### src/hdl/brg_map.vh
// constants for the programmable rate clock generator
`ifndef BRG_MAP_VH
`define BRG_MAP_VH
`define BRG_SEL_W      3
`define BRG_STAGES     7
`define BRG_ADDR_W     14
`define BRG_SEL_ADDR   14'h0040
`define BRG_UART_BASE  14'h0044
`define BRG_UART_MASK  14'h3ffe
`define BRG_CD_BIT     0
`define BRG_IO_CYCLE   1'h0
`define BRG_SEL_RESET  3'h0
`endif

### src/hdl/brg_sync.v
// three-stage input synchroniser with second/third agreement
`timescale 1ns/1ps
module brg_sync
(
	// clock and reset
	input  wire mclk_in,
	input  wire rstn_in,
	// pin side
	input  wire pin_in,
	// clock domain side
	output wire level_out
);
	reg s1_ff;
	reg s2_ff;
	reg s3_ff;
	reg lvl_ff;
	always @(posedge mclk_in or negedge rstn_in)
	begin
		if (!rstn_in)
		begin
			s1_ff  <= 1'h0;
			s2_ff  <= 1'h0;
			s3_ff  <= 1'h0;
			lvl_ff <= 1'h0;
		end
		else
		begin
			s1_ff <= pin_in;
			s2_ff <= s1_ff;
			s3_ff <= s2_ff;
			if (s2_ff == s3_ff)
				lvl_ff <= s3_ff;
		end
	end
	assign level_out = lvl_ff;
endmodule // brg_sync

### src/hdl/brg_top.v
// programmable rate clock generator with host address decode
`timescale 1ns/1ps
`include "brg_map.vh"
module brg_top
#(
	parameter SEL_W   = `BRG_SEL_W,
	parameter STAGES  = `BRG_STAGES,
	parameter ADDR_W  = `BRG_ADDR_W
)
(
	// clock and reset
	input  wire              mclk_in,
	input  wire              rstn_in,
	// input rate clock pin
	input  wire              input_rate_clock_in,
	// host bus
	input  wire [ADDR_W-1:0] addr_in,
	input  wire              mem_io_in,
	input  wire [SEL_W-1:0]  rate_select_bits_in,
	// uart side
	output wire              rate_clock_out,
	output wire              rate_select_strobe_out,
	output wire              uart_cmd_data_out,
	output wire              uart_cs_n_out
);
	////////////////////////////////////////////////////////////////////////
	// one tap per divider stage plus the undivided input
	localparam TAPS = STAGES + 1;

	// synchronised input rate clock and its previous level
	wire              rclk_lvl;
	reg               rclk_prev_ff;
	reg               nxt_rclk_prev;
	// divider stages, their toggle enables and the tap bus
	reg  [STAGES-1:0] stage_ff;
	reg  [STAGES-1:0] nxt_stage;
	wire [STAGES-1:0] stage_en;
	wire [TAPS-1:0]   tap;
	// stored selection and strobe edge tracking
	reg  [SEL_W-1:0]  sel_ff;
	reg  [SEL_W-1:0]  nxt_sel;
	reg               strobe_prev_ff;
	reg               nxt_strobe_prev;
	wire              strobe_rise;
	// selected output clock
	reg               out_ff;
	reg               nxt_out;
	// address decode
	wire              io_cycle;
	wire              sel_match;
	wire              uart_match;
	wire              sel_hit;
	wire              uart_hit;

	////////////////////////////////////////////////////////////////////////
	// the input clock is asynchronous to mclk, so it is sampled first;
	// each level must last two mclk cycles or the sampler loses it
	brg_sync u_rclk_sync
	(
		.mclk_in   (mclk_in),
		.rstn_in   (rstn_in),
		.pin_in    (input_rate_clock_in),
		.level_out (rclk_lvl)
	);

	// previous level of the synchronised input, for edge detection
	always @*
	begin
		nxt_rclk_prev = rclk_lvl;
	end

	always @(posedge mclk_in or negedge rstn_in)
	begin
		if (!rstn_in)
		begin
			rclk_prev_ff <= 1'h0;
		end
		else
		begin
			rclk_prev_ff <= nxt_rclk_prev;
		end
	end

	////////////////////////////////////////////////////////////////////////
	// toggle stage cascade
	// each stage toggles on the falling edge of the tap before it; done as
	// a synchronous enable so that no divided clock ever clocks a flop
	assign tap[0] = rclk_lvl;

	genvar gi;
	generate
		for (gi = 0; gi < STAGES; gi = gi + 1)
		begin : g_stage
			if (gi == 0)
			begin : g_first
				// first stage follows the synchronised input itself
				assign stage_en[gi] = ~rclk_lvl & rclk_prev_ff;
			end
			else
			begin : g_rest
				// the previous stage falls when it is enabled while high
				assign stage_en[gi] = stage_en[gi-1] & stage_ff[gi-1];
			end
			assign tap[gi+1] = stage_ff[gi];
		end
	endgenerate

	// every enabled stage flips, the rest hold
	always @*
	begin
		nxt_stage = stage_ff ^ stage_en;
	end

	// stages clear to zero so every tap starts low
	always @(posedge mclk_in or negedge rstn_in)
	begin
		if (!rstn_in)
		begin
			stage_ff <= {STAGES{1'h0}};
		end
		else
		begin
			stage_ff <= nxt_stage;
		end
	end

	////////////////////////////////////////////////////////////////////////
	// address decode
	// combinational, so the strobe and the uart selects follow the
	// address and status with no added latency
	assign io_cycle   = (mem_io_in == `BRG_IO_CYCLE);
	assign sel_match  = (addr_in == `BRG_SEL_ADDR);
	assign uart_match = ((addr_in & `BRG_UART_MASK) == `BRG_UART_BASE);
	assign sel_hit    = io_cycle & sel_match;
	assign uart_hit   = io_cycle & uart_match;

	assign rate_select_strobe_out = sel_hit;
	// cmd/data is a plain address bit, meaningful whenever cs is low
	assign uart_cmd_data_out      = addr_in[`BRG_CD_BIT];
	assign uart_cs_n_out          = ~uart_hit;

	////////////////////////////////////////////////////////////////////////
	// taken on strobe rise only
	// data that changes while the strobe stays high is ignored, so a long
	// host cycle cannot smear a second value into the selection
	assign strobe_rise = sel_hit & ~strobe_prev_ff;

	// previous strobe level for the edge detect
	always @*
	begin
		nxt_strobe_prev = sel_hit;
	end

	always @(posedge mclk_in or negedge rstn_in)
	begin
		if (!rstn_in)
		begin
			strobe_prev_ff <= 1'h0;
		end
		else
		begin
			strobe_prev_ff <= nxt_strobe_prev;
		end
	end

	always @*
	begin
		if (strobe_rise)
		begin
			nxt_sel = rate_select_bits_in;
		end
		else
		begin
			nxt_sel = sel_ff;
		end
	end

	always @(posedge mclk_in or negedge rstn_in)
	begin
		if (!rstn_in)
		begin
			sel_ff <= `BRG_SEL_RESET;
		end
		else
		begin
			sel_ff <= nxt_sel;
		end
	end

	////////////////////////////////////////////////////////////////////////
	// one tap to the output
	// code n picks tap n
	// registered so the mux never glitches the pin; a change of selection
	// may still cut one period of the old rate short
	always @*
	begin
		nxt_out = tap[sel_ff];
	end

	always @(posedge mclk_in or negedge rstn_in)
	begin
		if (!rstn_in)
		begin
			out_ff <= 1'h0;
		end
		else
		begin
			out_ff <= nxt_out;
		end
	end

	assign rate_clock_out = out_ff;
endmodule // brg_top

### config.mk
export PLATFORM = sky130hd
export DESIGN_NAME = brg_top
export DESIGN_NICKNAME = d
export VERILOG_FILES = /design/src/hdl/brg_sync.v /design/src/hdl/brg_top.v
export VERILOG_INCLUDE_DIRS = /design/src /design/src/hdl
export SDC_FILE = /design/constraint.sdc
export NUM_CORES = 1
export LEC_CHECK = 0
export BUFFER_PORTS_ARGS = -buffer_cell sky130_fd_sc_hd__buf_2
export CORE_MARGIN = 2
export CORE_UTILIZATION = 42
export CTS_CLUSTER_DIAMETER = 120
export CTS_CLUSTER_SIZE = 14
export DETAILED_ROUTE_END_ITERATION = 12
export PLACE_DENSITY_LB_ADDON = 0.08
export SLEW_MARGIN = 20
export SYNTH_ARGS = -nofsm -noshare
export SYNTH_HDL_FRONTEND = slang
export SYNTH_HIERARCHICAL = 1
export SYNTH_SLANG_ARGS = --single-unit
### constraint.sdc
create_clock -name mclk_in -period 1.6 [get_ports mclk_in]
set_input_delay 0.08 -clock mclk_in [delete_from_list [all_inputs] [get_ports mclk_in]]
set_output_delay 0.08 -clock mclk_in [all_outputs]
set_load 0.01 [all_outputs]
==> flow_summary.toml, run 1 <==
[min_path]
hold_depth = 2
hp-start = "rate_select_bits_in[2]"
hold_end = "sel_ff[2]"
hold_path_class = "in2reg"

[critical_path]
reg2reg_from = "rclk_prev_ff"
cpMostUsedCell = "ha_4"
reg2reg_depth = 8
start_kind = "flip-flop"
reg2reg_to = "stage_ff[6]"
critical_path_arrival_ns = 1.86
cp_slowest_cell = "dfrtp_1"
crit_path_max_incr_delay_ns = 0.38
crit_chain = "nor2b_4, ha_4, ha_4, ha_4, ha_4, ha_4, ha_4, xor2_1"
cp_data_required_time_ns = 1.77
setup.worst_path.end_class = "flip-flop"
critPathKind = "reg2reg"
reg2reg_slack_ns = -0.1
path_max_fanout = 1

[detailed_routing]
drt_first_iter_violations = 2
wirelength_mm = 1.17
vias_per_cell = 4.93
wl_per_cell_um = 13.0
drt_first_pass_iters = 2
vias = 444
ant_nets = 0
drcViolationCount = 0

[pwr]
finalPower_mw = 0.982
seqPwrFrac_pct = 59.6
peakVddDrop_v = 0.000743
swShare_pct = 26.3
p_leak_nw = 0.479
p_per_area_nw_per_um2 = 991
power_switching_mw = 0.258
power_frac_comb_pct = 18.6
pwr-share-clk_pct = 21.8
internal-power_mw = 0.724

[sta]
rsz0062_at_grt = "yes"
setup_tns_ns = -0.0960
slew_headroom_pct = 75.5
finalSetupViolCount = 1
slew_violations = 0
hold_violations = 0
timing.hold.ws_ns = 0.0255
finalCriticalPeriod_ns = 1.70
fin_crit_sh_pct = 106
fmax_mhz = 590
setup_slack_ns = -0.0960
finClkSkew_ns = 0.00251
worstMarginPinSlew_ns = 0.368

[run_status]
status = "finished with violations"
violations = "negative setup slack"

[cells_and_area]
layout_common_cells = "buf_2, dfrtp_1, ha_4"
regArea_um2 = 425
final_common_cell = "buf_2"
drive_above_1_share_pct = 60.8
areaGrowthSynthToFinish_pct = 41.2
multi_input_area_um2 = 348
nFillCells = 116
final_nets = 102
antenna-diode-count = 0
final_core_util_pct = 64.3

[die]
die_x_um = 44.9
core_region_area_um2 = 1540
row_count = 14
die_h_um = 44.9
io_pins = 25
initial_utilization_pct = 45.5
die_area_um2 = 2010

[grt]
antenna_found_initial = 0
grt_pass1_wl_mm = 1.99
grt_start_max_net_pins = 18
overflow = 0
grt_pass1_vias = 451
track_usage_pct = 14.3

[synth]
ys_warn_count = 6
avgSynthCellArea_um2 = 16.7
synth_nets = 69
synth-compound-area-share_pct = 0
synth_mux_area_share_pct = 14.4
synth_fa_ha_area_share_pct = 12.3
synth_top_family_by_area = "multiplexers"
seq_area_frac_synth_pct = 60.6
yosys.area_share.simple_pct = 9.80
ys_ff_latch = 17
synth_cell_types = 17
synthXorXnorAreaFrac_pct = 1.25
synthCells = 42
synth_area_um2 = 702

[cts]
cts_tree = "done"
post_cts_buffers = 0
clk-insertion-delay-late_ns = 0.28
numCtsBuffers = 3
htree_levels = 1
cts_buffer_depth = 2
clock-sinks = 17
cts_root_buf = "clkbuf_4"
clk_pin_slew_worst_paths_ns = 0.09

[place]
place_hpwl_um = 917
dp_slack_ns = -0.0836
place.gp.congestion = 0.682
portBuffers = 24

[job]
max_cap_violations = 0
[layout make-up]
type | instances | area share, %
Multi-Input combinational cell | 23 | 35.1
Timing Repair Buffer | 29 | 16.9
Inverter | 1 | 0.379
Clock buffer | 4 | 2.65
Sequential cell | 17 | 42.9
Tap cell | 16 | 2.02
[how the worst max path moves through the flow]
| stage | startpoint | to | slack [ns] |
|---|---|---|---|
| after floorplan | rclk_prev_ff | stage_ff[6] | -0.04 |
| after global routing | rclk_prev_ff | stage_ff[6] | -0.15 |
| final | rclk_prev_ff | stage_ff[6] | -0.1 |
| after detailed placement | rclk_prev_ff | stage_ff[6] | -0.08 |
| after global placement | rclk_prev_ff | stage_ff[6] | -0.05 |
| after CTS | rclk_prev_ff | stage_ff[6] | -0.1 |
[power groups by stage]
stage / logic, mW / registers (mW) / clock network (mW)
2_1_floorplan: 0.0921 / 0.575 / 0
3_3_place_gp: 0.159 / 0.589 / 0
3_5_place_dp: 0.169 / 0.589 / 0
4_1_cts: 0.188 / 0.583 / 0.229
5_1_grt: 0.211 / 0.595 / 0.249
6_report: 0.183 / 0.585 / 0.214
[synthesized netlist by cell type]
master,instances,area (um2)
inv_1,1,3.75
buf_4,1,7.51
nor2b_1,1,6.26
mux2_4,3,45.0
mux4_2,2,45.0
nor3_1,2,10.0
mux2_2,1,11.3
nor2_1,1,3.75
maj3_2,1,11.3
nand4_1,1,6.26
nand2_1,1,3.75
or4_4,1,11.3
dfrtp_1,17,425
xor2_1,1,8.76
ha_1,6,75.1
nor4b_2,1,15.0
nor4_2,1,12.5
[kinds of logic (layout without fill, tap and decap cells)]
group | after synthesis | count (layout)
xor gates and xnor gates | 1 | 1
adders and majority gates | 7 | 7
buffers and inverters | 2 | 34
DFF | 17 | 17
muxes | 6 | 6
and+or+nand+nor | 9 | 9
[repair_timing]
item                                    CTS  global route
pin swaps                                 3             2
hold buffers                              4             0
resized for setup                         2             0
endpoints found under the setup margin    2             2
hold endpoints to repair                 19             0
[registers in the layout, summed over array words and instances, names as in the netlist]
signal / count
u_rclk_sync/s3_ff: 1
strobe_prev_ff: 1
sel_ff: 3
u_rclk_sync/level_out: 1
stage_ff: 7
u_rclk_sync/s1_ff: 1
u_rclk_sync/s2_ff: 1
rclk_prev_ff: 1
rate_clock_out: 1
[critical path, delay by kind of cell (launching register included)]
| family | cells | cell delay, ns |
|---|---|---|
| flip-flops | 1 | 0.38 |
| XOR/XNOR | 1 | 0.15 |
| adder cells (fa/ha/maj) | 6 | 0.92 |
| AND/OR/NAND/NOR | 1 | 0.13 |
[stage by stage]
stage / instance area (um2) / instances
after CTS: 991 / 90
after global routing: 991 / 90
after floorplan: 767 / 42
after global placement: 907 / 82
final: 991 / 90
after detailed placement: 907 / 82
[per-layer routing]
metal | vias up | part of all wire, % | global-route usage (%)
met5 | - | 0 | 0
met4 | 0 | 0 | 7.06
met3 | 0 | 5.4 | 3.60
met2 | 14 | 50 | 21.2
met1 | 216 | 44 | 19.7
li1 | 214 | - | -
Power figures use the tool's default switching activity.
==> inputs of run 2 (changes only) <==
--- a/config.mk
+++ b/config.mk
@@ -7,7 +7,6 @@
 export NUM_CORES = 1
 export LEC_CHECK = 0
 export BUFFER_PORTS_ARGS = -buffer_cell sky130_fd_sc_hd__buf_2
-export CORE_MARGIN = 2
 export CORE_UTILIZATION = 42
 export CTS_CLUSTER_DIAMETER = 120
 export CTS_CLUSTER_SIZE = 14
==> run 2 against run 1 <==
The flow still finishes with violations (negative setup slack). Worst hold slack got worse by 0.0020 ns. Routed wire length is 4.5% lower. Total power down 0.45%. First-iteration DRC count stayed put. Final area grew 0.76%. Global-route usage down 0.28 points. Count of clock-buffer cells in the layout is the same. Die area shrank 8.7%. Sequential share of layout area is 0.32 points lower. Combinational power down 3%.
==> flow_summary.toml, run 2 (synthesis results as in run 1) <==
[run_status]
status = "finished with violations"
violations = "negative setup slack"

[cts]
cts_buffer_depth = 2
cts_tree = "done"
post_cts_buffers = 0
numCtsBuffers = 3
cts_root_buf = "clkbuf_4"
clk_pin_slew_worst_paths_ns = 0.09
clk-insertion-delay-late_ns = 0.28
htree_levels = 1
clock-sinks = 17

[sta]
timing.hold.ws_ns = 0.0235
fmax_mhz = 601
finClkSkew_ns = 0.00414
fin_crit_sh_pct = 104
setup_slack_ns = -0.0629
slew_violations = 0
worstMarginPinSlew_ns = 0.366
rsz0062_at_grt = "yes"
finalSetupViolCount = 1
finalCriticalPeriod_ns = 1.66
hold_violations = 0
slew_headroom_pct = 75.6

[pwr]
peakVddDrop_v = 0.000589
swShare_pct = 26.3
internal-power_mw = 0.720
power_switching_mw = 0.257
power_frac_comb_pct = 18.1
p_per_area_nw_per_um2 = 979
p_leak_nw = 0.479
seqPwrFrac_pct = 59.8
pwr-share-clk_pct = 22.1
finalPower_mw = 0.977

[detailed_routing]
vias_per_cell = 4.99
vias = 449
drcViolationCount = 0
drt_first_pass_iters = 2
wirelength_mm = 1.11
ant_nets = 0
drt_first_iter_violations = 2
wl_per_cell_um = 12.4

[grt]
grt_start_max_net_pins = 18
overflow = 0
grt_pass1_vias = 456
track_usage_pct = 14.0
grt_pass1_wl_mm = 1.80
antenna_found_initial = 0

[min_path]
hp-start = "rate_select_bits_in[2]"
hold_path_class = "in2reg"

[place]
dp_slack_ns = -0.0700
post-place-cells = 82
portBuffers = 24
place_area_um2 = 907
place.gp.congestion = 0.651
place_hpwl_um = 859

[critical_path]
critical_path_arrival_ns = 1.83
crit_path_max_incr_delay_ns = 0.37
critPathKind = "reg2reg"
path_max_fanout = 1
cpMostUsedCell = "ha_4"
crit_chain = "nor2b_4, ha_4, ha_4, ha_4, ha_4, ha_4, ha_4, xor2_2"
start_kind = "flip-flop"
cp_data_required_time_ns = 1.77
startpoint = "rclk_prev_ff"
cp_slowest_cell = "dfrtp_1"
setup.worst_path.end_class = "flip-flop"
reg2reg_from = "rclk_prev_ff"

[cells_and_area]
final_nets = 102
multi_input_area_um2 = 355
nFillCells = 118
regArea_um2 = 425
regMostFlops = "stage_ff"
largest_reg_flops = 7
final_cell_area_um2 = 998
antenna-diode-count = 0
instances_no_fill = 90
areaGrowthSynthToFinish_pct = 42.2
top_regs = "stage_ff: 7 flops, sel_ff: 3 flops"
layout_common_cells = "buf_2, dfrtp_1, ha_4"
final_common_cell = "buf_2"
drive_above_1_share_pct = 62.2

[die]
die_x_um = 42.9
io_pins = 25
row_count = 14
initial_utilization_pct = 45.5
die_area_um2 = 1840
core_region_area_um2 = 1540
die_h_um = 42.9

[job]
max_cap_violations = 0
run 2: cell types whose count changed in the layout (fill, tap and decap cells not counted):
cell / previous run / this run
xor2_2: 0 / 1
xor2_1: 1 / 0
run 2: critical path: cells and delay by family, from the launching register on:
family,cells,cell delay [ns]
adders and majority gates,6,0.91
DFF,1,0.37
and+or+nand+nor,1,0.13
xor gates and xnor gates,1,0.13
run 2: cell type report:
cell class                      count  area share [%]
Sequential cell                    17            42.6
Multi-Input combinational cell     23            35.6
Timing Repair Buffer               29            16.8
Clock buffer                        4            2.63
Tap cell                           16            2.01
Inverter                            1           0.376
run 2: path summary, 6_finish.rpt:
path / to / slack, ns / depth (start not counted)
setup / recovery: stage_ff[6] / -0.06 / 8
max in group asynchronous: u_rclk_sync/s2_ff / 1.10 / 2
hold reg to reg: u_rclk_sync/s2_ff / 0.37 / 0
min in group asynchronous: rate_clock_out / 0.23 / 2
setup reg to reg: stage_ff[6] / -0.06 / 8
hold / removal: sel_ff[2] / 0.02 / 2
run 2: what timing repair did:
action | in CTS | in global routing
endpoints found under the setup margin | 1 | 2
pin swaps | 0 | 3
hold buffers | 4 | 0
endpoints found under the hold margin | 19 | 0
gates resized for setup | 0 | 3
run 2: through the flow:
stage,util (%),setup TNS [ns]
2_1_floorplan,-,-0.0389
3_3_place_gp,58.8,-0.0486
3_5_place_dp,58.8,-0.0700
4_1_cts,63.1,-0.0868
5_1_grt,64.8,-0.120
6_report,64.8,-0.0629
run 2: power groups by stage:
stage | Clock (mW) | Sequential [mW] | Combinational, mW
2_1_floorplan | 0 | 0.575 | 0.0921
3_3_place_gp | 0 | 0.590 | 0.160
3_5_place_dp | 0 | 0.590 | 0.169
4_1_cts | 0.233 | 0.581 | 0.173
5_1_grt | 0.251 | 0.591 | 0.208
6_report | 0.216 | 0.584 | 0.177
run 2: metal layers:
layer / up-vias / wire (um) / GRT usage (%)
met5: - / 0 / 0
met3: 0 / 37 / 3.83
met1: 221 / 472 / 15.1
met4: 0 / 0 / 9.38
met2: 11 / 605 / 23.6
li1: 217 / - / -
==> inputs of run 3 (changes only) <==
--- a/config.mk
+++ b/config.mk
@@ -7,6 +7,7 @@
 export NUM_CORES = 1
 export LEC_CHECK = 0
 export BUFFER_PORTS_ARGS = -buffer_cell sky130_fd_sc_hd__buf_2
+export CORE_ASPECT_RATIO = 0.8
 export CORE_UTILIZATION = 42
 export CTS_CLUSTER_DIAMETER = 120
 export CTS_CLUSTER_SIZE = 14
==> run 3 against run 2 <==
The flow still finishes with violations (negative setup slack). Count of clock-buffer cells in the layout is the same. Global-route usage rose by 3.0 points. Critical path depth is the same. First-iteration DRC count down 100%. Worst setup slack got worse by 0.033 ns. Utilization grew 3.0 points. Combinational power grew 10%. Critical path type unchanged. Critical endpoint unchanged. Largest power group unchanged. Highest routed layer unchanged.
==> flow_summary.toml, run 3 (synthesis results as in run 1) <==
[min_path]
hold_depth = 2
hp-start = "rate_select_bits_in[0]"
hold_end = "sel_ff[0]"
hold_path_class = "in2reg"

[grt]
grt_start_max_net_pins = 18
track_usage_pct = 17.0
overflow = 0
antenna_found_initial = 0
grt_pass1_wl_mm = 2.01
grt_pass1_vias = 465

[critical_path]
reg2reg_slack_ns = -0.1
cp_data_required_time_ns = 1.77
path_max_fanout = 1
critical_path_arrival_ns = 1.87
critPathKind = "reg2reg"
setup.worst_path.end_class = "flip-flop"
reg2reg_from = "rclk_prev_ff"
reg2reg_to = "stage_ff[6]"
reg2reg_depth = 8
start_kind = "flip-flop"

[detailed_routing]
vias_per_cell = 4.56
vias = 433
ant_nets = 0
wirelength_mm = 1.26
drcViolationCount = 0
drt_first_pass_iters = 1
drt_first_iter_violations = 0
wl_per_cell_um = 13.2

[place]
place.gp.congestion = 0.674
dp_slack_ns = -0.0971
place_area_um2 = 913
place_hpwl_um = 974
portBuffers = 24

[die]
die_h_um = 38.6
die_area_um2 = 1840
die_x_um = 47.7
core_region_area_um2 = 1470
row_count = 12
io_pins = 25
initial_utilization_pct = 47.7

[sta]
slew_violations = 0
finalSetupViolCount = 1
finalCriticalPeriod_ns = 1.70
slew_headroom_pct = 75.6
setup_slack_ns = -0.0960
finClkSkew_ns = 0.00526
hold_violations = 0
timing.hold.ws_ns = 0.0284
rsz0062_at_grt = "yes"
worstMarginPinSlew_ns = 0.367
setup_tns_ns = -0.0960
fmax_mhz = 590
fin_crit_sh_pct = 106

[cells_and_area]
final_cell_area_um2 = 997
final_core_util_pct = 67.8
largest_reg_flops = 7
regMostFlops = "stage_ff"
top_regs = "stage_ff: 7 flops, sel_ff: 3 flops"
nFillCells = 124
drive_above_1_share_pct = 60.8
final_common_cell = "buf_2"
antenna-diode-count = 0
areaGrowthSynthToFinish_pct = 42.1
final_nets = 102
layout_common_cells = "buf_2, dfrtp_1, ha_4"

[pwr]
p_leak_nw = 0.479
peakVddDrop_v = 0.000505
p_per_area_nw_per_um2 = 1000

[run_status]
violations = "negative setup slack"
status = "finished with violations"

[job]
max_cap_violations = 0

[cts]
cts_tree = "done"
cts_root_buf = "clkbuf_4"
clock-sinks = 17
cts_buffer_depth = 2
clk_pin_slew_worst_paths_ns = 0.09
htree_levels = 1
clk-insertion-delay-late_ns = 0.28
numCtsBuffers = 3
-- run 3: timing repair --
action | CTS | global route
gates resized for setup | 3 | 0
hold endpoints to repair | 19 | 0
hold buffers | 4 | 0
setup buffers | 0 | 0
gates cloned | 0 | 0
setup endpoints to repair | 2 | 2
pin swaps | 3 | 3
-- run 3: worst max path at each step --
stage / from / end / slack, ns / cells after the start
after detailed placement: rclk_prev_ff / stage_ff[6] / -0.1 / 8
after floorplan: rclk_prev_ff / stage_ff[6] / -0.04 / 8
after global placement: rclk_prev_ff / stage_ff[6] / -0.05 / 8
final: rclk_prev_ff / stage_ff[6] / -0.1 / 8
after CTS: rclk_prev_ff / stage_ff[6] / -0.11 / 8
after global routing: rclk_prev_ff / stage_ff[6] / -0.13 / 8
-- run 3: report_power, final --
group | total [mW] | internal [mW] | switching, mW
combinational | 0.195 | 0.126 | 0.0693
clock | 0.215 | 0.0966 | 0.118
sequential | 0.589 | 0.508 | 0.0811
-- run 3: layout make-up --
cell class	instances	area [um2]	share of cell area, %
Inverter	1	3.75	0.376
Clock buffer	4	26.3	2.63
Multi-Input combinational cell	23	348	34.9
Sequential cell	17	425	42.7
Timing Repair Buffer	29	168	16.8
Tap cell	21	26.3	2.63
-- run 3: metrics by stage --
step / power [mW] / instances
after floorplan: 0.668 / 42
after global placement: 0.740 / 87
after detailed placement: 0.767 / 87
after CTS: 1.00 / 95
after global routing: 1.06 / 95
final: 0.999 / 95
-- run 3: per-layer routing --
metal | vias to the layer above | wire length, um | global-route usage (%)
met5 | - | 0 | 0
met4 | 0 | 0 | 2.08
met3 | 0 | 56 | 7.08
met2 | 19 | 611 | 29.4
met1 | 197 | 589 | 20.1
li1 | 217 | - | -
-- run 3: critical path, stage by stage (launching register included) --
cell     delay, ns
dfrtp_1       0.38
nor2b_4       0.13
ha_4          0.16
ha_4          0.15
ha_4          0.15
ha_4          0.16
ha_4          0.15
ha_4          0.15
xor2_1        0.15
